===== src/rcp_pkg.sv =====
// Shared constants, types and decode helpers of the three-wire command port
`default_nettype none
package rcp_pkg;

  // ==========================================================================
  // Framing
  localparam logic [3:0] PREAMBLE   = 4'h6;
  localparam logic [2:0] CMD_STAT1  = 3'h0;
  localparam logic [2:0] CMD_STAT2  = 3'h1;
  localparam logic [2:0] CMD_FULL   = 3'h2;
  localparam logic [2:0] CMD_SHORT  = 3'h3;
  localparam logic [2:0] CMD_ALM1   = 3'h4;
  localparam logic [2:0] CMD_ALM2   = 3'h5;
  localparam logic [2:0] CMD_CORR   = 3'h6;
  localparam logic [2:0] CMD_FREE   = 3'h7;

  // ==========================================================================
  // Byte store layout (index into the register byte array)
  localparam int unsigned MEM_BYTES = 16;
  localparam logic [3:0] IDX_STAT2  = 4'h0;
  localparam logic [3:0] IDX_YEAR   = 4'h1;
  localparam logic [3:0] IDX_MONTH  = 4'h2;
  localparam logic [3:0] IDX_DAY    = 4'h3;
  localparam logic [3:0] IDX_WDAY   = 4'h4;
  localparam logic [3:0] IDX_HOUR   = 4'h5;
  localparam logic [3:0] IDX_A1WDAY = 4'h8;
  localparam logic [3:0] IDX_A2WDAY = 4'hb;
  localparam logic [3:0] IDX_CORR   = 4'he;
  localparam logic [3:0] IDX_FREE   = 4'hf;

  // ==========================================================================
  // Field positions
  localparam int unsigned ST1_RESET = 7;
  localparam int unsigned ST1_FMT   = 6;
  localparam int unsigned ST1_SC0   = 5;
  localparam int unsigned ST1_SC1   = 4;
  localparam int unsigned ST2_FREQ  = 7;
  localparam int unsigned ST2_PMIN  = 6;
  localparam int unsigned ST2_A1EN  = 5;
  localparam int unsigned ST2_XTAL  = 4;
  localparam int unsigned ST2_A2EN  = 1;

  // ==========================================================================
  // Transfer lengths and writable-bit masks
  localparam logic [3:0] LEN_ONE    = 4'h1;
  localparam logic [3:0] LEN_THREE  = 4'h3;
  localparam logic [3:0] LEN_FULL   = 4'h7;
  localparam logic [7:0] MASK_ALL   = 8'hff;
  localparam logic [7:0] MASK_MONTH = 8'hf8;
  localparam logic [7:0] MASK_DAY   = 8'hfc;
  localparam logic [7:0] MASK_WDAY  = 8'he0;
  localparam logic [7:0] MASK_TIME  = 8'hfe;
  localparam logic [7:0] MASK_AWDAY = 8'he1;

  // ==========================================================================
  // Reset values
  localparam logic [7:0] RST_BYTE   = 8'h00;
  localparam logic       RST_POC    = 1'b1;

  typedef enum logic [2:0] {
    MODE_NONE, MODE_FREQ, MODE_MIN_EDGE, MODE_MIN_PER1,
    MODE_ALARM1, MODE_MIN_PER2, MODE_XTAL
  } rcp_int_mode_t;

  typedef enum logic [1:0] {ST_HUNT, ST_WRITE, ST_READ} rcp_state_t;

  // First store index reached by a command
  function automatic logic [3:0] cmd_base(input logic [2:0] cmd);
    case (cmd)
      CMD_FULL:  cmd_base = IDX_YEAR;
      CMD_SHORT: cmd_base = IDX_HOUR;
      CMD_ALM1:  cmd_base = IDX_A1WDAY;
      CMD_ALM2:  cmd_base = IDX_A2WDAY;
      CMD_CORR:  cmd_base = IDX_CORR;
      CMD_FREE:  cmd_base = IDX_FREE;
      default:   cmd_base = IDX_STAT2;
    endcase
  endfunction

  // Bytes moved by a command
  function automatic logic [3:0] cmd_len(input logic [2:0] cmd,
                                         input logic freq);
    case (cmd)
      CMD_FULL:  cmd_len = LEN_FULL;
      CMD_SHORT: cmd_len = LEN_THREE;
      CMD_ALM1:  cmd_len = freq ? LEN_ONE : LEN_THREE;
      CMD_ALM2:  cmd_len = LEN_THREE;
      default:   cmd_len = LEN_ONE;
    endcase
  endfunction

  // Bits of a stored byte that hold data; the rest read zero
  function automatic logic [7:0] mem_mask(input logic [3:0] idx,
                                          input logic freq);
    case (idx)
      IDX_MONTH:  mem_mask = MASK_MONTH;
      IDX_DAY:    mem_mask = MASK_DAY;
      IDX_WDAY:   mem_mask = MASK_WDAY;
      4'h5, 4'h6, 4'h7: mem_mask = MASK_TIME;
      IDX_A1WDAY: mem_mask = freq ? MASK_ALL : MASK_AWDAY;
      IDX_A2WDAY: mem_mask = MASK_AWDAY;
      default:    mem_mask = MASK_ALL;
    endcase
  endfunction

endpackage
`default_nettype wire


===== src/rcp_link_if.sv =====
// Synchronised serial link levels and clock edges between the port modules
`default_nettype none
interface rcp_link_if;
  logic sel;
  logic rise;
  logic fall;
  logic din;
  modport src (output sel, output rise, output fall, output din);
  modport dst (input sel, input rise, input fall, input din);
endinterface
`default_nettype wire


===== src/rcp_cmd_port.sv =====
// Three-wire command port and register store of the calendar clock
//
// Contract
// - Three command bits then direction bit.
// - Data bytes move B7 first.
// - Wrong preamble means no action at all.
// - Later byte matching preamble still executes.
// - Command 000 reaches first status byte.
// - Command 001 reaches second status byte.
// - Command 010 moves seven time bytes.
// - Command 011 moves hour, minute, second.
// - Alarm-one mode: three match bytes.
// - Frequency mode: one frequency select byte.
// - Command 101 moves three alarm-two bytes.
// - Command 110 moves correction byte.
// - Command 111 moves free retained byte.
// - Software reset initialises, reads zero.
// - Scratch bits hold written values.
// - Alarm flags set on match, clear on read.
// - Power-on flag set at power, clears on read.
// - Unused bits ignore writes, read zero.
// - Time bytes held as BCD, seven bytes.
// - Status-two bits choose interrupt pin mode.
`default_nettype none
module rcp_cmd_port
  import rcp_pkg::*;
#(
  parameter int unsigned SYNC_STAGES = 2
) (
  input  wire logic           ref_clk,
  input  wire logic           resetn,
  input  wire logic           cs_pin,
  input  wire logic           sck_pin,
  input  wire logic           sio_i,
  output logic                sio_o,
  output logic                sio_oe,
  input  wire logic           alarm_one_hit,
  input  wire logic           alarm_two_hit,
  input  wire logic           low_voltage_det,
  output logic                hour_24_mode,
  output logic [7:0]          status_two,
  output logic [55:0]         time_date,
  output logic [23:0]         alarm_one_reg,
  output logic [23:0]         alarm_two_reg,
  output logic [7:0]          rate_correction,
  output logic [7:0]          user_free_byte,
  output var rcp_int_mode_t   int_mode,
  output logic                init_pulse
);

  // ==========================================================================
  // Link front end
  rcp_link_if lnk ();

  rcp_link_sync #(
    .SYNC_STAGES (SYNC_STAGES)
  ) u_sync (
    .ref_clk (ref_clk),
    .resetn  (resetn),
    .cs_pin  (cs_pin),
    .sck_pin (sck_pin),
    .sio_pin (sio_i),
    .lnk     (lnk)
  );

  // ==========================================================================
  // State
  rcp_state_t    state_q,  state_d;
  logic [2:0]    bit_q,    bit_d;
  logic [7:0]    sh_q,     sh_d;
  logic [2:0]    byte_q,   byte_d;
  logic [2:0]    cmd_q,    cmd_d;
  logic [7:0]    tx_q,     tx_d;
  logic          oe_q,     oe_d;
  logic [7:0]    mem_q [MEM_BYTES];
  logic [7:0]    mem_d [MEM_BYTES];
  logic          fmt_q,    fmt_d;
  logic [1:0]    sc_q,     sc_d;
  logic          a1f_q,    a1f_d;
  logic          a2f_q,    a2f_d;
  logic          lvf_q,    lvf_d;
  logic          poc_q,    poc_d;
  logic          init_q,   init_d;
  rcp_int_mode_t mode_q,   mode_d;

  logic [7:0]    rx_byte;
  logic          byte_end;
  logic          freq_mode;
  logic          alarm1_mode;
  logic          hunt_hit;
  logic [2:0]    rd_cmd;
  logic [3:0]    rd_idx;
  logic [7:0]    rd_val;
  logic          rd_st1;
  logic          wr_stb;
  logic [3:0]    wr_idx;

  // ==========================================================================
  // Byte framing and read data selection
  always_comb begin
    rx_byte     = {sh_q[6:0], lnk.din};
    byte_end    = lnk.sel && lnk.rise && (bit_q == 3'h7);
    freq_mode   = mem_q[IDX_STAT2][ST2_FREQ] & ~mem_q[IDX_STAT2][ST2_PMIN];
    alarm1_mode = mem_q[IDX_STAT2][ST2_A1EN] & ~mem_q[IDX_STAT2][ST2_PMIN]
                  & ~mem_q[IDX_STAT2][ST2_FREQ];
    // Any byte boundary while hunting may carry the command
    hunt_hit    = byte_end && (state_q == ST_HUNT)
                  && (rx_byte[7:4] == PREAMBLE);
    rd_cmd      = (state_q == ST_HUNT) ? rx_byte[3:1] : cmd_q;
    rd_idx      = (state_q == ST_HUNT) ? 4'h0 : {1'b0, byte_q} + 4'h1;
    if (rd_idx >= cmd_len(rd_cmd, freq_mode)) begin
      rd_val = 8'h00;
    end else if (rd_cmd == CMD_STAT1) begin
      // Reset bit always reads zero
      rd_val = {1'b0, fmt_q, sc_q, a1f_q, a2f_q, lvf_q, poc_q};
    end else begin
      rd_val = mem_q[cmd_base(rd_cmd) + rd_idx];
    end
    rd_st1 = byte_end && (rd_cmd == CMD_STAT1) && (rd_idx == 4'h0)
             && ((hunt_hit && rx_byte[0]) || (state_q == ST_READ));
    wr_stb = byte_end && (state_q == ST_WRITE)
             && ({1'b0, byte_q} < cmd_len(cmd_q, freq_mode));
    wr_idx = cmd_base(cmd_q) + {1'b0, byte_q};
  end

  // ==========================================================================
  // Serial sequencer; deselect always drops back to hunting
  always_comb begin
    state_d = state_q;
    bit_d   = bit_q;
    sh_d    = sh_q;
    byte_d  = byte_q;
    cmd_d   = cmd_q;
    tx_d    = tx_q;
    oe_d    = oe_q;
    if (!lnk.sel) begin
      state_d = ST_HUNT;
      bit_d   = 3'h0;
      byte_d  = 3'h0;
      oe_d    = 1'b0;
    end else if (lnk.rise) begin
      sh_d  = rx_byte;
      bit_d = bit_q + 3'h1;
      if (hunt_hit) begin
        cmd_d   = rx_byte[3:1];
        byte_d  = 3'h0;
        state_d = rx_byte[0] ? ST_READ : ST_WRITE;
        tx_d    = rd_val;
      end else if (byte_end && (state_q != ST_HUNT)) begin
        // Saturate so surplus bytes stay beyond the transfer
        byte_d = (byte_q == 3'h7) ? byte_q : byte_q + 3'h1;
        tx_d   = rd_val;
      end
    end else if (lnk.fall && (state_q == ST_READ)) begin
      // Open drain: enable pulls low for a zero bit
      oe_d = ~tx_q[7];
      tx_d = {tx_q[6:0], 1'b0};
    end
  end

  // ==========================================================================
  // Register store, flags and initialisation
  always_comb begin
    mem_d  = mem_q;
    fmt_d  = fmt_q;
    sc_d   = sc_q;
    init_d = 1'b0;
    if (wr_stb && (cmd_q == CMD_STAT1)) begin
      init_d = rx_byte[ST1_RESET];
      fmt_d  = rx_byte[ST1_FMT];
      sc_d   = {rx_byte[ST1_SC0], rx_byte[ST1_SC1]};
    end else if (wr_stb) begin
      // Time bytes are stored as written with unused bits masked to zero, BCD is the host's to keep
      mem_d[wr_idx] = rx_byte & mem_mask(wr_idx, freq_mode);
    end
    // Set beats the read-clear so a match in that cycle survives
    a1f_d = (a1f_q & ~rd_st1) | (alarm_one_hit & alarm1_mode);
    a2f_d = (a2f_q & ~rd_st1)
            | (alarm_two_hit & mem_q[IDX_STAT2][ST2_A2EN]);
    poc_d = poc_q & ~rd_st1;
    lvf_d = lvf_q | low_voltage_det;
    if (init_q) begin
      for (int i = 0; i < MEM_BYTES; i++) begin
        mem_d[i] = RST_BYTE;
      end
      fmt_d = 1'b0;
      sc_d  = 2'h0;
      // A match landing on the initialising cycle is still kept
      a1f_d = alarm_one_hit & alarm1_mode;
      a2f_d = alarm_two_hit & mem_q[IDX_STAT2][ST2_A2EN];
    end
  end

  // Interrupt pin mode; the crystal-rate bit overrides all others
  always_comb begin
    casez ({mem_q[IDX_STAT2][ST2_XTAL], mem_q[IDX_STAT2][ST2_A1EN],
            mem_q[IDX_STAT2][ST2_PMIN], mem_q[IDX_STAT2][ST2_FREQ]})
      4'b1???: mode_d = MODE_XTAL;
      4'b0?01: mode_d = MODE_FREQ;
      4'b0?10: mode_d = MODE_MIN_EDGE;
      4'b0011: mode_d = MODE_MIN_PER1;
      4'b0100: mode_d = MODE_ALARM1;
      4'b0111: mode_d = MODE_MIN_PER2;
      default: mode_d = MODE_NONE;
    endcase
  end

  always_ff @(posedge ref_clk or negedge resetn) begin
    if (!resetn) begin
      state_q <= ST_HUNT;
      bit_q   <= 3'h0;
      sh_q    <= RST_BYTE;
      byte_q  <= 3'h0;
      cmd_q   <= 3'h0;
      tx_q    <= RST_BYTE;
      oe_q    <= 1'b0;
      for (int i = 0; i < MEM_BYTES; i++) begin
        mem_q[i] <= RST_BYTE;
      end
      fmt_q   <= 1'b0;
      sc_q    <= 2'h0;
      a1f_q   <= 1'b0;
      a2f_q   <= 1'b0;
      lvf_q   <= 1'b0;
      poc_q   <= RST_POC;
      init_q  <= 1'b0;
      mode_q  <= MODE_NONE;
    end else begin
      state_q <= state_d;
      bit_q   <= bit_d;
      sh_q    <= sh_d;
      byte_q  <= byte_d;
      cmd_q   <= cmd_d;
      tx_q    <= tx_d;
      oe_q    <= oe_d;
      mem_q   <= mem_d;
      fmt_q   <= fmt_d;
      sc_q    <= sc_d;
      a1f_q   <= a1f_d;
      a2f_q   <= a2f_d;
      lvf_q   <= lvf_d;
      poc_q   <= poc_d;
      init_q  <= init_d;
      mode_q  <= mode_d;
    end
  end

  // ==========================================================================
  // Outputs
  assign sio_o           = 1'b0;
  assign sio_oe          = oe_q;
  assign hour_24_mode    = fmt_q;
  assign status_two      = mem_q[IDX_STAT2];
  assign time_date       = {mem_q[1], mem_q[2], mem_q[3], mem_q[4],
                            mem_q[5], mem_q[6], mem_q[7]};
  assign alarm_one_reg   = {mem_q[8], mem_q[9], mem_q[10]};
  assign alarm_two_reg   = {mem_q[11], mem_q[12], mem_q[13]};
  assign rate_correction = mem_q[IDX_CORR];
  assign user_free_byte  = mem_q[IDX_FREE];
  assign int_mode        = mode_q;
  assign init_pulse      = init_q;
endmodule
`default_nettype wire


===== src/rcp_link_sync.sv =====
// Pin synchroniser and serial clock edge finder
`default_nettype none
module rcp_link_sync #(
  parameter int unsigned SYNC_STAGES = 2
) (
  input  wire logic ref_clk,
  input  wire logic resetn,
  input  wire logic cs_pin,
  input  wire logic sck_pin,
  input  wire logic sio_pin,
  rcp_link_if.src   lnk
);

  // ==========================================================================
  // Elaboration check
  if (SYNC_STAGES < 2) begin : g_bad_stages
    $error("rcp_link_sync needs at least two synchroniser stages");
  end

  logic [2:0] stg_q [SYNC_STAGES];
  logic [2:0] stg_d [SYNC_STAGES];
  logic       sck_last_q;
  logic       sck_last_d;

  // Chain of stages; stage 0 feeds only stage 1 to limit metastability
  always_comb begin
    stg_d[0] = {cs_pin, sck_pin, sio_pin};
    for (int i = 1; i < SYNC_STAGES; i++) begin
      stg_d[i] = stg_q[i-1];
    end
    sck_last_d = stg_q[SYNC_STAGES-1][1];
  end

  always_ff @(posedge ref_clk or negedge resetn) begin
    if (!resetn) begin
      for (int i = 0; i < SYNC_STAGES; i++) begin
        stg_q[i] <= 3'h0;
      end
      sck_last_q <= 1'b0;
    end else begin
      stg_q      <= stg_d;
      sck_last_q <= sck_last_d;
    end
  end

  // Edges are found on the settled stage only
  assign lnk.sel  = stg_q[SYNC_STAGES-1][2];
  assign lnk.rise = stg_q[SYNC_STAGES-1][1] & ~sck_last_q;
  assign lnk.fall = ~stg_q[SYNC_STAGES-1][1] & sck_last_q;
  assign lnk.din  = stg_q[SYNC_STAGES-1][0];

endmodule
`default_nettype wire


===== config.mk =====
export PLATFORM = sky130hd
export DESIGN_NAME = rcp_cmd_port
export DESIGN_NICKNAME = d
export VERILOG_FILES = /design/src/rcp_pkg.sv /design/src/rcp_link_if.sv /design/src/rcp_cmd_port.sv /design/src/rcp_link_sync.sv
export SDC_FILE = /design/constraint.sdc
export NUM_CORES = 1
export LEC_CHECK = 0
export ABC_AREA = 1
export BUFFER_PORTS_ARGS = -buffer_cell sky130_fd_sc_hd__buf_2
export CORE_ASPECT_RATIO = 0.8
export CORE_MARGIN = 1
export CORE_UTILIZATION = 25
export DETAILED_ROUTE_END_ITERATION = 12
export PLACE_DENSITY_LB_ADDON = 0.15
export SYNTH_ARGS = -nofsm -noshare
export SYNTH_HDL_FRONTEND = slang
export SYNTH_SLANG_ARGS = --single-unit

===== constraint.sdc =====
create_clock -name ref_clk -period 2.8 [get_ports ref_clk]
set_clock_uncertainty 0.1 [all_clocks]
set_input_delay 0.14 -clock ref_clk [delete_from_list [all_inputs] [get_ports ref_clk]]
set_output_delay 0.14 -clock ref_clk [all_outputs]
set_load 0.02 [all_outputs]

# ---- Word-level counts from Yosys, hierarchy flattened
# Cells that the tools add are included.
dict set report op_classes {
  n_addsub 5
  n_lt_le_gt_ge 5
  eq_ne 38
  muxes 50
  bitwise 22
  n_reduce_logical 33
}
# operator count
set op_table {}
lappend op_table {{2-to-1 mux 128 bit} 3}
lappend op_table {{bitwise mux 128 bit} 1}
lappend op_table {{2-to-1 mux 8 bit} 11}
lappend op_table {{one-hot mux 4 bit (6 select lines)} 2}
lappend op_table {{binary-select mux 8 bit (select 4 bit)} 1}
lappend op_table {{demux 8 bit (select 4 bit)} 1}
lappend op_table {{== test 3 bit (second input constant)} 10}
lappend op_table {{one-hot mux 5 bit (6 select lines)} 1}
lappend op_table {{== test 4 x 3 -> 1 bit (second input constant)} 7}
lappend op_table {{2-to-1 mux 3 bit} 8}
lappend op_table {{one-hot mux 3 bit (3 select lines)} 2}
lappend op_table {{one-hot mux 3 bit (6 select lines)} 1}
lappend op_table {{== test 3 x 2 -> 1 bit (second input constant)} 5}
lappend op_table {{logical AND 1 bit} 14}
lappend op_table {{2-to-1 mux 2 bit} 7}
lappend op_table {{== test 4 x 2 -> 1 bit (second input constant)} 3}
lappend op_table {{2-to-1 mux 4 bit} 3}
lappend op_table {{AND 1 bit} 10}
lappend op_table {{>= comparator 5 bit (second input constant)} 2}
lappend op_table {{!= test 2 bit (second input constant)} 5}
lappend op_table {{inverter 4 -> 5 bit} 2}
lappend op_table {{AND reduction 3 bit} 3}
lappend op_table {{AND 8 bit} 1}
lappend op_table {{== test 4 bit (second input constant)} 2}
lappend op_table {{24 further kinds} 48}
dict set report word_totals {
  register_bits 173
  in_bits 8
  output_inout_bits 135
  elab_cells 187
}

# ---- Depth between registers and ports, before layout
dict set report logic_depth {
  ltp_word 17
  depth_mapped 21
  ltp_nobuf 20
}

# ---- Cells and area by module
# Synthesis repeated with hierarchy kept, for this count alone.
dict set report unflattened {
  hier_cells 1153
  area_unflattened_um2 8804.7
}
# mod n_inst cells_each area_each_um2 seq_area_each_um2
set modules_own_cells {}
lappend modules_own_cells {rcp_cmd_port 1 1142 8614.5 4155.2}
lappend modules_own_cells {rcp_link_sync 1 11 190.2 175.2}

# ---- Worst setup path before layout
# No wires, ideal clock.
dict set report synth_timing {
  path_kind {flip-flop to flip-flop}
  start {reg state_q[1]}
  end {reg tx_q[0]}
  setup_ns 0.118
  arrival_time_ns 2.829
  required_ns 2.582
  setup_slack_ns -0.247
  path_stages_with_launch 19
  path_buffers 2
  period_less_slack_ns 3.047
  cell_sequence {dfrtp_1 > nor2_2 > nand2_1 > o21ai_1 > inv_1 > nor2_1 > o21bai_1 > ha_1 > fa_1 > clkbuf_1 > inv_1 > clkbuf_1 > o21ai_0 > o21ai_0 > nand2_1 > nand3_1 > nand3_1 > nand3_1 > nand2_1}
}
dict set report synth_between {
  elab_chain_cells 16
  word_cells_on_any_way 35
  classes_between {add/sub (1); order compare (1); eq/ne (8); mux (14); bitwise (1); reduce/logical (10)}
}
# element line_no
set synth_lines {}
lappend synth_lines {{from (decl)} rcp_cmd_port.sv:68} ;# rcp_state_t state_q, state_d;
lappend synth_lines {{from (signal assigned)} rcp_cmd_port.sv:229} ;# state_q <= state_d;
lappend synth_lines {{logical NOT 2 bit} {rcp_cmd_port.sv:107, rcp_cmd_port.sv:109, rcp_cmd_port.sv:110}}
lappend synth_lines {{2-to-1 mux 3 bit} rcp_cmd_port.sv:109} ;# rd_cmd = (state_q == ST_HUNT) ? rx_byte[3:1] : cmd_q;
lappend synth_lines {{== test 3 bit, or another cell as far along} rcp_pkg.sv:69} ;# case (cmd)
lappend synth_lines {{one-hot mux 4 bit (6 select lines)} rcp_pkg.sv:69}
lappend synth_lines {{2-to-1 mux 4 bit} rcp_cmd_port.sv:113} ;# end else if (rd_cmd == CMD_STAT1) begin
lappend synth_lines {{2-to-1 mux 4 bit} rcp_cmd_port.sv:111} ;# if (rd_idx >= cmd_len(rd_cmd, freq_mode)) begin
lappend synth_lines {{adder 4 bit} rcp_cmd_port.sv:117} ;# rd_val = mem_q[cmd_base(rd_cmd) + rd_idx];
lappend synth_lines {{inverter 4 -> 5 bit (not written as such)} rcp_cmd_port.sv:117}
lappend synth_lines {{binary-select mux 8 bit (select 4 bit)} rcp_cmd_port.sv:117}
lappend synth_lines {{2-to-1 mux 8 bit (not written as such) (2 in a row)} rcp_cmd_port.sv:117}
lappend synth_lines {{2-to-1 mux 8 bit} rcp_cmd_port.sv:113}
lappend synth_lines {{2-to-1 mux 8 bit} rcp_cmd_port.sv:111}
lappend synth_lines {{2-to-1 mux 8 bit} rcp_cmd_port.sv:149} ;# end else if (byte_end && (state_q != ST_HUNT)) begin
lappend synth_lines {{2-to-1 mux 8 bit} rcp_cmd_port.sv:144} ;# if (hunt_hit) begin
lappend synth_lines {{2-to-1 mux 8 bit} rcp_cmd_port.sv:141} ;# end else if (lnk.rise) begin
lappend synth_lines {{to (signal assigned)} rcp_cmd_port.sv:234} ;# tx_q <= tx_d;
lappend synth_lines {{to (decl)} rcp_cmd_port.sv:73} ;# logic [7:0] tx_q, tx_d;
# Parallel ways exist; a longest one is shown, timed or not. The select of a mux whose other input is x is not followed.
# A chain may end at the register's enable or synchronous reset.

# ---- Final worst setup path
dict set report layout_timing {
  start {reg state_q[1]}
  end {reg tx_q[1]}
}
# Same word-level chain as after synthesis.

==> run_results.csv <==
group,metric,value,unit
outcome,status,"complete, but fails checks",
power,vdd_drop_max,0.369,mV
route,wl_per_cell,19.6,microns
clock_network,clock-sinks,173,
route,ant_nets,0,
route,num_vias,8952,
synthesis,synthArstFlopShare,100,%
clock_network,cts_max_level,4,
power,powerDensity,488,mW/mm^2
sta,period_needed,3110,ps
worst_setup_path,crit_path_end_kind,"flip-flop",
worst_setup_path,worst_ep_required_time,3080,ps
global_routing,grt.overflow.total,0,
floorplanning,die_w,215,microns
synthesis,synth_xor_area_share,0.401,%
synthesis,synth_fa_ha_area_share,2.79,%
cells_and_area,final_cell_area,0.0135,sq mm
worst_setup_path,cp-start-kind,"flip-flop",
synthesis,syn-num-nets,1163,
global_routing,first_global_vias,8503,
synthesis,synth_cells,1136,
clock_network,cts.path.max_buffers,2,
cells_and_area,final_cells,1904,
global_routing,grt_first_pass_wirelength,54400,microns
cells_and_area,area_growth_syn_to_layout,48.7,%
cells_and_area,post-route-util,38.2,%
clock_network,clk_transition_reported_paths,80,ps
worst_setup_path,cpPeakStageDelay,510,ps
cells_and_area,drive_above_1_share,42.7,%
synthesis,muxShareOfSynthArea,0,%
sta,finalHoldViolCount,0,
synthesis,synth_top_family_by_area,"simple AND/OR/NAND/NOR gates",
sta,finalSetupViolCount,92,
run,cap_violations,0,
worst_setup_path,crit_arrival,3400,ps
floorplanning,die_h,172,microns
route,viasPerCell,4.70,
global_routing,grt_max_degree,75,
worst_setup_path,crit_path_frequent_cell,"nand2_1",
sta,slew_headroom,18.5,%
clock_network,insertion_delay,450,ps
floorplanning,row_count,61,
floorplanning,coreArea,0.0352,sq mm
global_routing,grt_usage,19.9,%
route,drt_iter0_drc,686,
synthesis,ys_types,45,
cells_and_area,largest_reg_flops,56,
route,m1WireLength,17700,microns
route,drc_errors,0,
route,firstDrtPassIters,5,
place,gp_congestion,0.895,
synthesis,yosys.area_share.simple,30.4,%
synthesis,ys_seq_elements,173,
synthesis,synth-compound-area-share,11.1,%
hold_path,hp-class,"in -> async",
cells_and_area,nets,1446,
route,met3WireLength,1830,microns
worst_setup_path,crit_slowest_cell,"fa_2",
synthesis,syn_avg_cell_area,7.96,sq um
synthesis,seq_area_frac_synth,47.9,%
sta,whs,191,ps
outcome,violations,"negative setup slack",
power,power,6.56,mW
cells_and_area,num_antenna_cells,0,
synthesis,yosys_warnings,0,
worst_setup_path,path_cells,"nor2_4 -> nand2_1 -> o21ai_2 -> inv_2 -> nor2_2 -> o21bai_1 -> ha_2 -> fa_2 -> inv_4 -> buf_12 -> buf_6 -> a21oi_2 -> o21ai_1 -> nand2_1 -> nand2_1 -> nand3_1 -> nand3_1 -> nand2_1 -> a21oi_2",
cells_and_area,final.fill_count,3624,
power,p_leak,6.62,nW
place,placed_cell_area,0.0112,sq mm
place,dp_hpwl,26800,microns
floorplanning,ios,143,
route,routed-wl-met2,17200,microns
global_routing,antenna_found_initial,0,
floorplanning,dieArea,0.0370,sq mm
route,topRoutingLayerUsed,"met4",
route,routed_wl,37400,microns
worst_setup_path,criticalPathCategory,"reg -> reg",
sta,worst_pin_slew,1220,ps
worst_setup_path,critPathTopFamily,"simple AND/OR/NAND/NOR gates",
place,numPortBuffers,141,
sta,layout_setup_ws,-313,ps
clock_network,numCtsBuffers,17,
synthesis,synth_ff_type,"dfrtp_1",
sta,max_freq,321,MHz
sta,timing.final.crit_share,111,%
worst_setup_path,worst-path-buf-inv,4,
worst_setup_path,critPathMaxFanout,7,
synthesis,syn-cell-area,0.00905,sq mm
place,post-place-cells,1826,
synthesis,synth-edff-count,0,
sta,rsz0062_at_grt,"yes",
floorplanning,initial_core_util,25.7,%
clock_network,cts_root_buf,"clkbuf_16",
sta,timing_max_transition_violations_final,0,
clock_network,cts_tree,"done",
-- repair_timing --
item	CTS	global route
hold buffers	7	0
hold endpoints to repair	76	0
resized for setup	63	280
pin swaps	16	121
endpoints found under the setup margin	108	126
buffers inserted	18	18
cloned	1	3
-- kinds of logic (layout without fill, tap and decap cells) --
family | Yosys count | in the layout
adder cells (fa/ha/maj) | 19 | 19
AND/OR/NAND/NOR | 591 | 592
AO/OA/AOI/OAI | 187 | 187
other | 1 | 1
XOR/XNOR | 2 | 2
buffers and inverters | 163 | 458
flip-flops | 173 | 173
-- report_power, final --
group	internal [mW]	leakage (nW)	switching [mW]
Clock	1.18	0.271	1.20
Combinational	0.534	4.00	1.04
Sequential	2.55	2.35	0.0493
Total	4.27	6.62	2.29
-- stage by stage --
step	setup TNS, ps	setup slack, ps
floorplan	0	3.92
global placement	-12000	-268
detailed placement	-9210	-268
CTS	-1080	-177
global route	-21170	-430
finish	-5040	-313
-- worst paths after layout --
check | slack (ps) | depth (start not counted) | startpoint | endpoint
worst max-delay path | -310 | 19 | state_q[1]$_DFFE_PN0P_ | tx_q[1]$_DFFE_PN0P_
worst min-delay path | 190 | 2 | resetn | alarm_two_reg[10]$_DFFE_PN0P_
worst max register to register | -310 | 19 | state_q[1]$_DFFE_PN0P_ | tx_q[1]$_DFFE_PN0P_
worst min register to register | 250 | 0 | u_sync.stg_d[2]$_DFF_PN0_ | u_sync.lnk.sel$_DFF_PN0_
max in group asynchronous | 1630 | 3 | resetn | sh_q[5]$_DFFE_PN0P_
min in group ref_clk | 250 | 2 | cs_pin | u_sync.stg_d[2]$_DFF_PN0_
-- cell usage after synthesis (all sizes together) (4+ instances only) --
cell type | count | area (sq um)
nand2 | 348 | 1380
dfrtp | 172 | 4300
nand3 | 132 | 768
inv | 119 | 447
nor2 | 101 | 508
o21ai | 96 | 492
a21oi | 53 | 265
o22ai | 27 | 169
buf | 23 | 141
clkbuf | 18 | 67.6
ha | 17 | 213
nand4 | 4 | 46.3
-- layout make-up --
| cell class | count | area, sq um | area share, % |
|---|---|---|---|
| well taps | 472 | 591 | 4.39 |
| flip-flops and latches | 173 | 4330 | 32.2 |
| clock buffers | 17 | 425 | 3.16 |
| multi-input cells | 801 | 5100 | 37.9 |
| inverters | 122 | 503 | 3.74 |
| repair buffers | 304 | 2350 | 17.5 |
| clock inverters | 15 | 150 | 1.12 |
-- placed cells by master (no fill, tap or decap), types with 18 or more instances in the layout --
cell type  Yosys  layout
buf_6          2      38
o21ai_0       63      35
clkbuf_16      0      20
nand2_4        5      18
o22ai_2        0      20
o21ai_2        0      24
buf_2         10     140
nand3_2        4      51
a21oi_1       53      41
nand2_1      329     283
inv_1        105      87
o21ai_1       32      35
nor2_4        13      28
buf_4          3      99
nand3_1      121      69
nor2_1        81      55
dfrtp_1      172     170
inv_2         14      20
nand2_2       14      43
-- per-layer routing --
layer / global-route usage (%) / vias to the layer above
li1: - / 4285
met1: 27.6 / 4409
met2: 30.9 / 223
met3: 4.78 / 35
met4: 5.09 / 0
met5: 0 / -
Power figures use the tool's default switching activity.
